$ cat src/shared/watch_timer_pkg.sv
// Purpose: Constants shared by the watch/interval timer design and its bench
// Assumes: APB with 32-bit data, one register per aligned word
// Notes:   Interrupt status and mask registers sit beside the mode register
`default_nettype none
package watch_timer_pkg;
    localparam logic [15:0] mode_index       = 16'hff6f;
    localparam logic [15:0] status_index     = 16'hff70;
    localparam logic [15:0] mask_index       = 16'hff71;
    localparam logic [17:0] mode_addr        = {mode_index, 2'b00};
    localparam logic [17:0] status_addr      = {status_index, 2'b00};
    localparam logic [17:0] mask_addr        = {mask_index, 2'b00};
    localparam logic [7:0]  mode_reset       = 8'h00;
    localparam logic [1:0]  mask_reset       = 2'h0;
    localparam int          mode_w           = 8;
    localparam int          presc_w          = 11;
    localparam int          wcnt_w           = 5;
    localparam int          div_w            = 7;
    localparam int          bit_clk_sel      = 7;
    localparam int          bit_ivl_hi       = 6;
    localparam int          bit_ivl_lo       = 4;
    localparam int          bit_wper_hi      = 3;
    localparam int          bit_wper_lo      = 2;
    localparam int          bit_run          = 1;
    localparam int          bit_enable       = 0;
    localparam int          ivl_base_exp     = 4;
    localparam int          slow_tap         = 8;
    localparam logic [1:0]  wper_14          = 2'h0;
    localparam logic [1:0]  wper_13          = 2'h1;
    localparam logic [1:0]  wper_5           = 2'h2;
    localparam logic [1:0]  wper_4           = 2'h3;
    localparam logic [4:0]  wcnt_top_32      = 5'h1f;
    localparam logic [4:0]  wcnt_top_16      = 5'h0f;
    localparam int          st_watch         = 0;
    localparam int          st_interval      = 1;
endpackage
`default_nettype wire

$ cat src/logic/watch_interval_timer.sv
// Purpose: Watch timer and interval timer behind an APB slave
// Assumes: Subsystem clock arrives as a level input synchronous to pclk
// Notes:   Watch clock is a one-cycle tick; prescaler and counter advance on it
//          Each register's byte address is four times its index
// Behaviour
// - Watch and interval interrupts run concurrently
// - Five-bit counter and eleven-bit prescaler
// - Bit 7 picks divided clock or subclock
// - Bits 6:4 pick interval 2^(4+code)
// - Bits 3:2 pick watch period
// - Bit 1 starts counter, zero clears it
// - Bit 0 zero holds prescaler and counter cleared
// - Watch interrupt repeats every period
// - Interval interrupt repeats every interval
// - Mode register resets to zero
// - Mode register written as a whole byte through lane 0, readable
// - Watch counts only with bits 0,1 set
// - Clearing bit 1 leaves prescaler running
// - Interval depends only on bit 0
`default_nettype none
module watch_interval_timer (
    input  wire logic        pclk,
    input  wire logic        presetn,
    input  wire logic        psel,
    input  wire logic        penable,
    input  wire logic        pwrite,
    input  wire logic [17:0] paddr,
    input  wire logic [31:0] pwdata,
    input  wire logic [3:0]  pstrb,
    input  wire logic        sub_clk_in,
    output logic      [31:0] prdata,
    output logic             pready,
    output logic             pslverr,
    output logic             watch_interrupt_request,
    output logic             interval_interrupt_request,
    output logic             irq
);
    logic [7:0]  watch_mode_control_r;
    logic [1:0]  status_r;
    logic [1:0]  mask_r;
    logic [6:0]  div_r;
    logic [10:0] presc_r;
    logic [4:0]  wcnt_r;
    logic        sub_s1_r;
    logic        sub_s2_r;
    logic        sub_d_r;
    logic        fw_tick;
    logic        enable;
    logic        run;
    logic        count_clock_select;
    logic [2:0]  ivl_sel;
    logic [1:0]  wper_sel;
    logic [10:0] presc_nxt;
    logic        ivl_event;
    logic        wcnt_tick;
    logic [4:0]  wcnt_top;
    logic        watch_event;
    logic        setup;
    logic        wr;
    logic        rd;
    logic        hit_mode;
    logic        hit_status;
    logic        hit_mask;
    logic [7:0]  watch_mode_control_nxt;
    logic [1:0]  mask_nxt;
    logic [4:0]  wcnt_nxt;
    logic        div_wrap;
    logic        wcnt_slow_tick;
    logic [7:0]  ivl_fall;
    logic [1:0]  status_set;
    logic [1:0]  status_clr;
    logic        pending;
    logic [31:0] rd_data_nxt;
    logic        err_nxt;

    typedef enum logic [1:0] {
        sel_none   = 2'b00,
        sel_mode   = 2'b01,
        sel_status = 2'b10,
        sel_mask   = 2'b11
    } reg_sel_e;
    reg_sel_e    reg_sel;

    assign enable             = watch_mode_control_r[watch_timer_pkg::bit_enable];
    assign run                = watch_mode_control_r[watch_timer_pkg::bit_run];
    assign count_clock_select = watch_mode_control_r[watch_timer_pkg::bit_clk_sel];
    assign ivl_sel  = watch_mode_control_r[watch_timer_pkg::bit_ivl_hi:watch_timer_pkg::bit_ivl_lo];
    assign wper_sel = watch_mode_control_r[watch_timer_pkg::bit_wper_hi:watch_timer_pkg::bit_wper_lo];

    // APB decode; the slave answers in the access phase with no wait state
    assign setup      = psel && !penable;
    assign wr         = psel && penable && pwrite;
    assign rd         = psel && penable && !pwrite;
    assign hit_mode   = paddr == watch_timer_pkg::mode_addr;
    assign hit_status = paddr == watch_timer_pkg::status_addr;
    assign hit_mask   = paddr == watch_timer_pkg::mask_addr;

    // Subsystem clock synchroniser and rising-edge tick
    always_ff @(posedge pclk or negedge presetn) begin
        if (!presetn) begin
            sub_s1_r <= 1'b0;
            sub_s2_r <= 1'b0;
        end else begin
            sub_s1_r <= sub_clk_in;
            sub_s2_r <= sub_s1_r;
        end
    end

    // Delayed copy for the edge detect; resets to the idle low level
    always_ff @(posedge pclk or negedge presetn) begin
        if (!presetn) begin
            sub_d_r <= 1'b0;
        end else begin
            sub_d_r <= sub_s2_r;
        end
    end

    // Divide-by-128 of pclk for the peripheral clock source
    always_ff @(posedge pclk or negedge presetn) begin
        if (!presetn) begin
            div_r <= '0;
        end else begin
            div_r <= div_r + 7'h01;
        end
    end

    assign div_wrap = div_r == {watch_timer_pkg::div_w{1'b1}};
    assign fw_tick  = count_clock_select ? (sub_s2_r && !sub_d_r) : div_wrap;

    // Prescaler: cleared while disabled, ignores bit 1 entirely
    assign presc_nxt = presc_r + 11'h001;

    always_ff @(posedge pclk or negedge presetn) begin
        if (!presetn) begin
            presc_r <= '0;
        end else if (!enable) begin
            presc_r <= '0;
        end else if (fw_tick) begin
            presc_r <= presc_nxt;
        end
    end

    // One falling edge of prescaler bit (3+code) per elapsed interval
    generate
        for (genvar k = 0; k < 8; k++) begin : g_ivl_tap
            assign ivl_fall[k] = presc_r[watch_timer_pkg::ivl_base_exp - 1 + k] &&
                                 !presc_nxt[watch_timer_pkg::ivl_base_exp - 1 + k];
        end
    endgenerate

    assign ivl_event = enable && fw_tick && ivl_fall[ivl_sel];

    // Prescaler bit 8 falls once every 2^9 watch ticks
    assign wcnt_slow_tick = fw_tick && presc_r[watch_timer_pkg::slow_tap] &&
                            !presc_nxt[watch_timer_pkg::slow_tap];

    // Counter clock: prescaler fw/2^9 tap for long periods, fw otherwise
    always_comb begin
        wcnt_tick = fw_tick;
        wcnt_top  = watch_timer_pkg::wcnt_top_32;
        unique case (wper_sel)
            watch_timer_pkg::wper_14: begin
                wcnt_tick = wcnt_slow_tick;
                wcnt_top  = watch_timer_pkg::wcnt_top_32;
            end
            watch_timer_pkg::wper_13: begin
                wcnt_tick = wcnt_slow_tick;
                wcnt_top  = watch_timer_pkg::wcnt_top_16;
            end
            watch_timer_pkg::wper_5: begin
                wcnt_tick = fw_tick;
                wcnt_top  = watch_timer_pkg::wcnt_top_32;
            end
            watch_timer_pkg::wper_4: begin
                wcnt_tick = fw_tick;
                wcnt_top  = watch_timer_pkg::wcnt_top_16;
            end
        endcase
    end

    assign watch_event = enable && run && wcnt_tick &&
                         ((wcnt_r & wcnt_top) == wcnt_top);

    // Five-bit counter, cleared whenever either control bit is low
    always_comb begin
        wcnt_nxt = wcnt_r;
        if (!enable || !run) begin
            wcnt_nxt = '0;
        end else if (wcnt_tick) begin
            wcnt_nxt = wcnt_r + 5'h01;
        end
    end

    always_ff @(posedge pclk or negedge presetn) begin
        if (!presetn) begin
            wcnt_r <= '0;
        end else begin
            wcnt_r <= wcnt_nxt;
        end
    end

    // Single-cycle request pulses, both sources independent
    always_ff @(posedge pclk or negedge presetn) begin
        if (!presetn) begin
            watch_interrupt_request <= 1'b0;
        end else begin
            watch_interrupt_request <= watch_event;
        end
    end

    always_ff @(posedge pclk or negedge presetn) begin
        if (!presetn) begin
            interval_interrupt_request <= 1'b0;
        end else begin
            interval_interrupt_request <= ivl_event;
        end
    end

    // Mode register, byte lane 0 write strobe
    always_comb begin
        watch_mode_control_nxt = watch_mode_control_r;
        if (wr && hit_mode && pstrb[0]) begin
            watch_mode_control_nxt = pwdata[7:0];
        end
    end

    always_ff @(posedge pclk or negedge presetn) begin
        if (!presetn) begin
            watch_mode_control_r <= watch_timer_pkg::mode_reset;
        end else begin
            watch_mode_control_r <= watch_mode_control_nxt;
        end
    end

    // Mask register, same layout as the status register
    always_comb begin
        mask_nxt = mask_r;
        if (wr && hit_mask && pstrb[0]) begin
            mask_nxt = pwdata[1:0];
        end
    end

    always_ff @(posedge pclk or negedge presetn) begin
        if (!presetn) begin
            mask_r <= watch_timer_pkg::mask_reset;
        end else begin
            mask_r <= mask_nxt;
        end
    end

    // Sticky status; an event wins over the read-clear, and a read clears
    // only the bits that it returned, so an event after the setup is kept
    assign status_set[watch_timer_pkg::st_watch]    = watch_event;
    assign status_set[watch_timer_pkg::st_interval] = ivl_event;
    assign status_clr = (rd && hit_status) ? prdata[1:0] : 2'h0;

    generate
        for (genvar b = 0; b < 2; b++) begin : g_status
            always_ff @(posedge pclk or negedge presetn) begin
                if (!presetn) begin
                    status_r[b] <= 1'b0;
                end else if (status_set[b]) begin
                    status_r[b] <= 1'b1;
                end else if (status_clr[b]) begin
                    status_r[b] <= 1'b0;
                end
            end
        end
    endgenerate

    // Level request while any unmasked sticky bit is set
    assign pending = |(status_r & mask_r);

    always_ff @(posedge pclk or negedge presetn) begin
        if (!presetn) begin
            irq <= 1'b0;
        end else begin
            irq <= pending;
        end
    end

    // One register per aligned word; any other address is refused
    always_comb begin
        reg_sel = sel_none;
        if (hit_mode) begin
            reg_sel = sel_mode;
        end else if (hit_status) begin
            reg_sel = sel_status;
        end else if (hit_mask) begin
            reg_sel = sel_mask;
        end
    end

    // Read mux; the slave has no wait state, so data is captured at setup
    always_comb begin
        rd_data_nxt = '0;
        err_nxt     = 1'b0;
        unique case (reg_sel)
            sel_mode: begin
                rd_data_nxt = {24'h000000, watch_mode_control_r};
            end
            sel_status: begin
                rd_data_nxt = {30'h00000000, status_r};
            end
            sel_mask: begin
                rd_data_nxt = {30'h00000000, mask_r};
            end
            sel_none: begin
                err_nxt = 1'b1;
            end
        endcase
    end

    // Read data registered in the setup cycle, valid during access
    always_ff @(posedge pclk or negedge presetn) begin
        if (!presetn) begin
            prdata <= '0;
        end else if (setup) begin
            prdata <= rd_data_nxt;
        end
    end

    // Error flag stands only in the access cycle, beside pready
    always_ff @(posedge pclk or negedge presetn) begin
        if (!presetn) begin
            pslverr <= 1'b0;
        end else begin
            pslverr <= setup && err_nxt;
        end
    end

    always_ff @(posedge pclk or negedge presetn) begin
        if (!presetn) begin
            pready <= 1'b0;
        end else begin
            pready <= setup;
        end
    end
endmodule
`default_nettype wire

$ cat config.mk
export PLATFORM = sky130hd
export DESIGN_NAME = watch_interval_timer
export DESIGN_NICKNAME = d
export VERILOG_FILES = /design/src/shared/watch_timer_pkg.sv /design/src/logic/watch_interval_timer.sv
export SDC_FILE = /design/constraint.sdc
export NUM_CORES = 1
export LEC_CHECK = 0
export ABC_AREA = 0
export CAP_MARGIN = 20
export CORE_MARGIN = 2
export CORE_UTILIZATION = 40
export DETAILED_ROUTE_END_ITERATION = 16
export DONT_BUFFER_PORTS = 1
export PLACE_DENSITY_LB_ADDON = 0.15
export RECOVER_POWER = 50
export REMOVE_ABC_BUFFERS = 1
export SYNTH_ARGS = -nofsm -noshare
export SYNTH_HDL_FRONTEND = slang
export SYNTH_SLANG_ARGS = --single-unit
$ cat constraint.sdc
create_clock -name pclk -period 3.35 [get_ports pclk]
set_input_delay 0.5025 -clock pclk [delete_from_list [all_inputs] [get_ports pclk]]
set_output_delay 0.5025 -clock pclk [all_outputs]
set_load 0.05 [all_outputs]
# Word-level counts from Yosys, hierarchy flattened
# Index checks and enable logic that the tools add are counted.
dict set report word_totals {
  register_bits 75
  latch_bits 0
  ram_bits 0
  romBits 0
  out_inout_bits 37
  memories 0
}
dict set report op_classes {
  add_sub_neg 3
  multipliers 0
  div_mod_pow 0
  magnitude_cmp 1
  eq_ne 12
  shift 0
  muxes 19
  bitwise_logic 2
  reduce_logical 50
}
# cell n
set ops {}
lappend ops {{$eq 18x18->1 const B} 3}
lappend ops {{$logic_and 1x1->1} 26}
lappend ops {{$pmux 8 s3} 1}
lappend ops {{$mux 11} 2}
lappend ops {{$logic_not 1->1} 13}
lappend ops {{$add 11x1->11 const B} 1}
lappend ops {{$mux 5} 2}
lappend ops {{$pmux 5 s2} 1}
lappend ops {{$reduce_or 2->1} 5}
lappend ops {{$eq 2x2->1 const B} 4}
lappend ops {{$mux 2} 4}
lappend ops {{$add 7x1->7 const B} 1}
lappend ops {{$eq 7x7->1 const B} 1}
lappend ops {{$mux 1} 7}
lappend ops {{$reduce_bool 2->1} 3}
lappend ops {{$add 5x1->5 const B} 1}
lappend ops {{$and 5x5->5} 1}
lappend ops {{$eq 5x5->1} 1}
lappend ops {{$eq 2x1->1 const B} 2}
lappend ops {{$logic_not 2->1} 2}
lappend ops {{$lt 3x4->1 const B} 1}
lappend ops {{$bmux 1 s3} 1}
lappend ops {{$and 2x2->2} 1}
lappend ops {{$ne 2x1->1 const B} 1}
lappend ops {{2 further kinds} 2}

# Longest topological paths before layout
dict set report depth {
  ltp_word 9
  mapped_depth 9
}

# Worst setup path after synthesis
# No wires, ideal clock.
dict set report synth_path {
  kind {register -> register}
  startpoint {register presc_r[0]}
  endpoint {register wcnt_r[3]}
  setup_ps 77
  t_arrival_ps 2018
  slack_ps 1255
  path_stages_with_launch 9
  path_cell_list {dfrtp_1 > ha_1 > and3_1 > and3_1 > ha_1 > nor2b_1 > nor2_1 > or4_1 > a21oi_1}
}
dict set report synth_between {
  elab_chain_cells 5
}
# item line
set synth_lines {}
lappend synth_lines {{from (decl)} watch_interval_timer.sv:42} ;# logic [10:0] presc_r;
lappend synth_lines {{from (signal assigned)} watch_interval_timer.sv:139} ;# presc_r <= presc_nxt;
lappend synth_lines {{$add 11x1->11} watch_interval_timer.sv:131} ;# assign presc_nxt = presc_r + 11'h001;
lappend synth_lines {{$logic_not 1->1} watch_interval_timer.sv:155} ;# !presc_nxt[watch_timer_pkg::slow_tap];
lappend synth_lines {{$logic_and 1x1->1} watch_interval_timer.sv:154} ;# assign wcnt_slow_tick = fw_tick && presc_r[watch_timer_pkg::slow_tap] &&
lappend synth_lines {{$pmux 1 s2} watch_interval_timer.sv:161} ;# unique case (wper_sel)
lappend synth_lines {{$reduce_bool 2->1 (no line)} n/a}
lappend synth_lines {{to (signal assigned)} watch_interval_timer.sv:198} ;# wcnt_r <= wcnt_nxt;
lappend synth_lines {{to (decl)} watch_interval_timer.sv:43} ;# logic [4:0] wcnt_r;
# Every way passes these cells.
# A chain may end at the register's enable or synchronous reset.

# Worst setup path in the final report
# Ends and elaborated chain as after synthesis.

==> flow_summary.toml <==
[outcome]
outcome = "finished, final reports clean"

[die]
dieArea_um2 = 7190
num_rows = 29
start_util = 0.411
ioPinCount = 97
die_w_um = 84.8
core_area_um2 = 6350
die_h_um = 84.8

[timing]
final_hold_viol_count = 0
post-route-period-util = 0.678
finClkSkew_ps = 5.72
rsz0062_at_grt = "no"
tns_ps = 0
setup_violations = 0
setup_ws_ps = 1080
fmax_mhz = 440
period_needed_ps = 2270
worst_pin_slew_ps = 641
relSlewSlack = 0.573
drv_slew = 0

[layout]
n_antenna_cell = 0
final_util = 0.426
layout_common_cells = "dfrtp_1 (51), nand2_1 (30), conb_1 (24), a21oi_1 (15), nor2_1 (12)"
syn2layout_area_growth_pct = 3.45
fin_nets = 313
drive_gt1_frac = 0.103
final_common_cell = "dfrtp_1"

[clock_network]
h-tree-depth = 2
cts.clk_slew.worst_paths_ps = 90
cts_buffer_depth = 2
clock_sinks = 51
cts-root-buf = "clkbuf_8"
ctsResizeCount = 0
postCtsSetupRepairBufs = 0
ctsHoldBuffers = 1
clk_latency_ps = 300
cts_tree = "done"
cts_buffers = 5

[worst_setup_path]
startpoint = "presc_r[0]"
crit_end = "wcnt_r[3]"
critPathLaunchType = "flip-flop"
cp.required_ps = 3580
cp_cell_sequence = "ha_1 > and3_1 > and3_1 > ha_1 > nor2b_1 > nor2_1 > or4_1 > a21oi_1"
path_depth = 8
critPathTopFamily = "simple AND/OR/NAND/NOR gates"
endpoint_kind = "flip-flop"
cpPeakStageDelay_ps = 480
timing.critical_path.buf_inv = 0
r2r-end = "wcnt_r[3]"
cp_data_arrival_time_ps = 2500
cp_max_fo = 8
crit_slowest_cell = "or4_1"
r2r_cells = 8
crit_type = "flip-flop to flip-flop"
r2r_slack_ps = 1080
r2r-start = "presc_r[0]"

[global_routing]
grt_overflow = 0
track_usage = 0.139
grt_max_degree = 52
busiest_layer = "met2"
grt_first_pass_wirelength_mm = 7.96
grt_use_met2 = 0.228
met3_usage = 0.0379
met1_usage = 0.182
grt_pass1_vias = 1581
antenna_found_initial = 0

[pwr]
power_density_nw_per_um2 = 398
p_int_mw = 0.795
vdd_drop_max_uv = 179
p_comb_frac = 0.077
seqPwrFrac = 0.579
clockPowerShare = 0.344
switchingPower_mw = 0.281
swShare = 0.261
leakage_nw = 1.29

[synth]
ys.flop_type = "dfrtp_1"
ys_types = 46
synth_warnings = 0
synth_compound_area_frac = 0.0991
synth_top_family_by_area = "simple AND/OR/NAND/NOR gates"
synth_cells = 241
ys_async_sr_fraction = 1.00
muxShareOfSynthArea = 0.0785
synth-edff-count = 0
synth-simple-area-share = 0.167
synth_seq_cells = 51
seq_area_frac_synth = 0.489
synth.top_cells.by_area = "dfrtp_1 (49%), buf_4 (6.9%), ha_1 (5.3%), mux2_4 (4.6%), nand2_1 (4.3%)"
synth_xor_area_frac = 0.0201
syn_area_per_cell_um2 = 10.8
netlist_area_um2 = 2610
yosys.area.top_type_share = 0.489
synth_fa_ha_area_frac = 0.0527
synth_area_leader_cell = "dfrtp_1"

[route]
via_per_inst = 5.21
antenna_left = 0
drt-initial-drc-count = 91
drt-pass1-iter-count = 4
wl_per_cell_um = 14.8
drcViolationCount = 0
vias = 1667
routed_wirelength_mm = 4.74

[place]
place_ws_ps = 1040
place_hpwl_mm = 3.40
io_buffers = 0
place_congestion = 0.726

[hold_path]
hp-class = "input port to asynchronous set/reset pin"

[job]
cap_violations = 0
[per-layer routing]
metal	vias to the layer above	wire length (um)
met5	-	0
met4	0	54
met3	7	296
met2	65	2250
met1	795	2140
li1	800	-
[final cells by class]
| type | instances | area (um2) |
|---|---|---|
| clock inverters | 1 | 8.76 |
| repair buffers | 2 | 35.0 |
| multi-input cells | 177 | 1180 |
| fillers | 621 | 3650 |
| well taps | 77 | 96.3 |
| inverters | 5 | 18.8 |
| clock buffers | 7 | 86.3 |
| flip-flops and latches | 51 | 1280 |
[worst min-delay path by stage]
stage	slack, ps	end	from	cells after the start
after global placement	210	sub_s1_r	presetn	0
after global routing	50	sub_s2_r	presetn	1
after floorplan	210	div_r[0]	presetn	0
after detailed placement	210	sub_s1_r	presetn	0
after CTS	40	sub_s2_r	presetn	1
final	40	div_r[5]	presetn	1
[power groups by stage]
| stage | Sequential (mW) | Clock (mW) | Combinational [mW] |
|---|---|---|---|
| 5_1_grt | 0.624 | 0.417 | 0.0889 |
| 3_5_place_dp | 0.636 | 0 | 0.0679 |
| 2_1_floorplan | 0.636 | 0 | 0.0661 |
| 3_3_place_gp | 0.636 | 0 | 0.0679 |
| 4_1_cts | 0.623 | 0.392 | 0.0842 |
| 6_report | 0.623 | 0.370 | 0.0833 |
[Yosys cell counts (2+ instances only)]
| library cell | n |
|---|---|
| dfrtp_1 | 51 |
| nand2_1 | 30 |
| buf_4 | 24 |
| a21oi_1 | 15 |
| nor2_1 | 12 |
| ha_1 | 11 |
| and3_1 | 9 |
| nand3_1 | 9 |
| mux2_4 | 8 |
| a22o_1 | 7 |
| o21ai_0 | 6 |
| inv_1 | 5 |
| clkbuf_1 | 4 |
| mux2i_1 | 4 |
| o21a_1 | 3 |
| xnor2_1 | 3 |
| xor2_1 | 3 |
| a21o_1 | 2 |
| a31oi_1 | 2 |
| buf_6 | 2 |
| mux2_2 | 2 |
| nand4_1 | 2 |
| nand4b_1 | 2 |
| nor4_1 | 2 |
| or3_1 | 2 |
[flip-flops by register name, indices dropped and copies added, names as in the netlist]
name / count
sub_s1_r: 1
irq: 1
pready: 1
div_r: 7
pslverr: 1
watch_mode_control_r: 8
prdata: 8
sub_d_r: 1
mask_r: 2
interval_interrupt_request: 1
wcnt_r: 5
status_r: 2
watch_interrupt_request: 1
sub_s2_r: 1
presc_r: 11
[stage by stage]
stage,std cells,total power [mW],hold WS (ps),cell area (um2)
after detailed placement,311,0.704,208,2580
after floorplan,233,0.702,207,2480
final,320,1.08,35.6,2700
after global routing,320,1.13,51.0,2700
after global placement,311,0.704,208,2580
after CTS,320,1.10,44.1,2700
[cell families (layout without fill, tap and decap cells)]
kind of cell | Yosys count | after routing
AND/OR/NAND/NOR | 81 | 81
flip-flops | 51 | 51
AO/OA/AOI/OAI | 40 | 40
buffers and inverters | 36 | 15
multiplexers | 15 | 15
adder cells (fa/ha/maj) | 11 | 11
XOR/XNOR | 6 | 6
other | 1 | 24
Note: power is estimated with default switching activity, not from simulation.
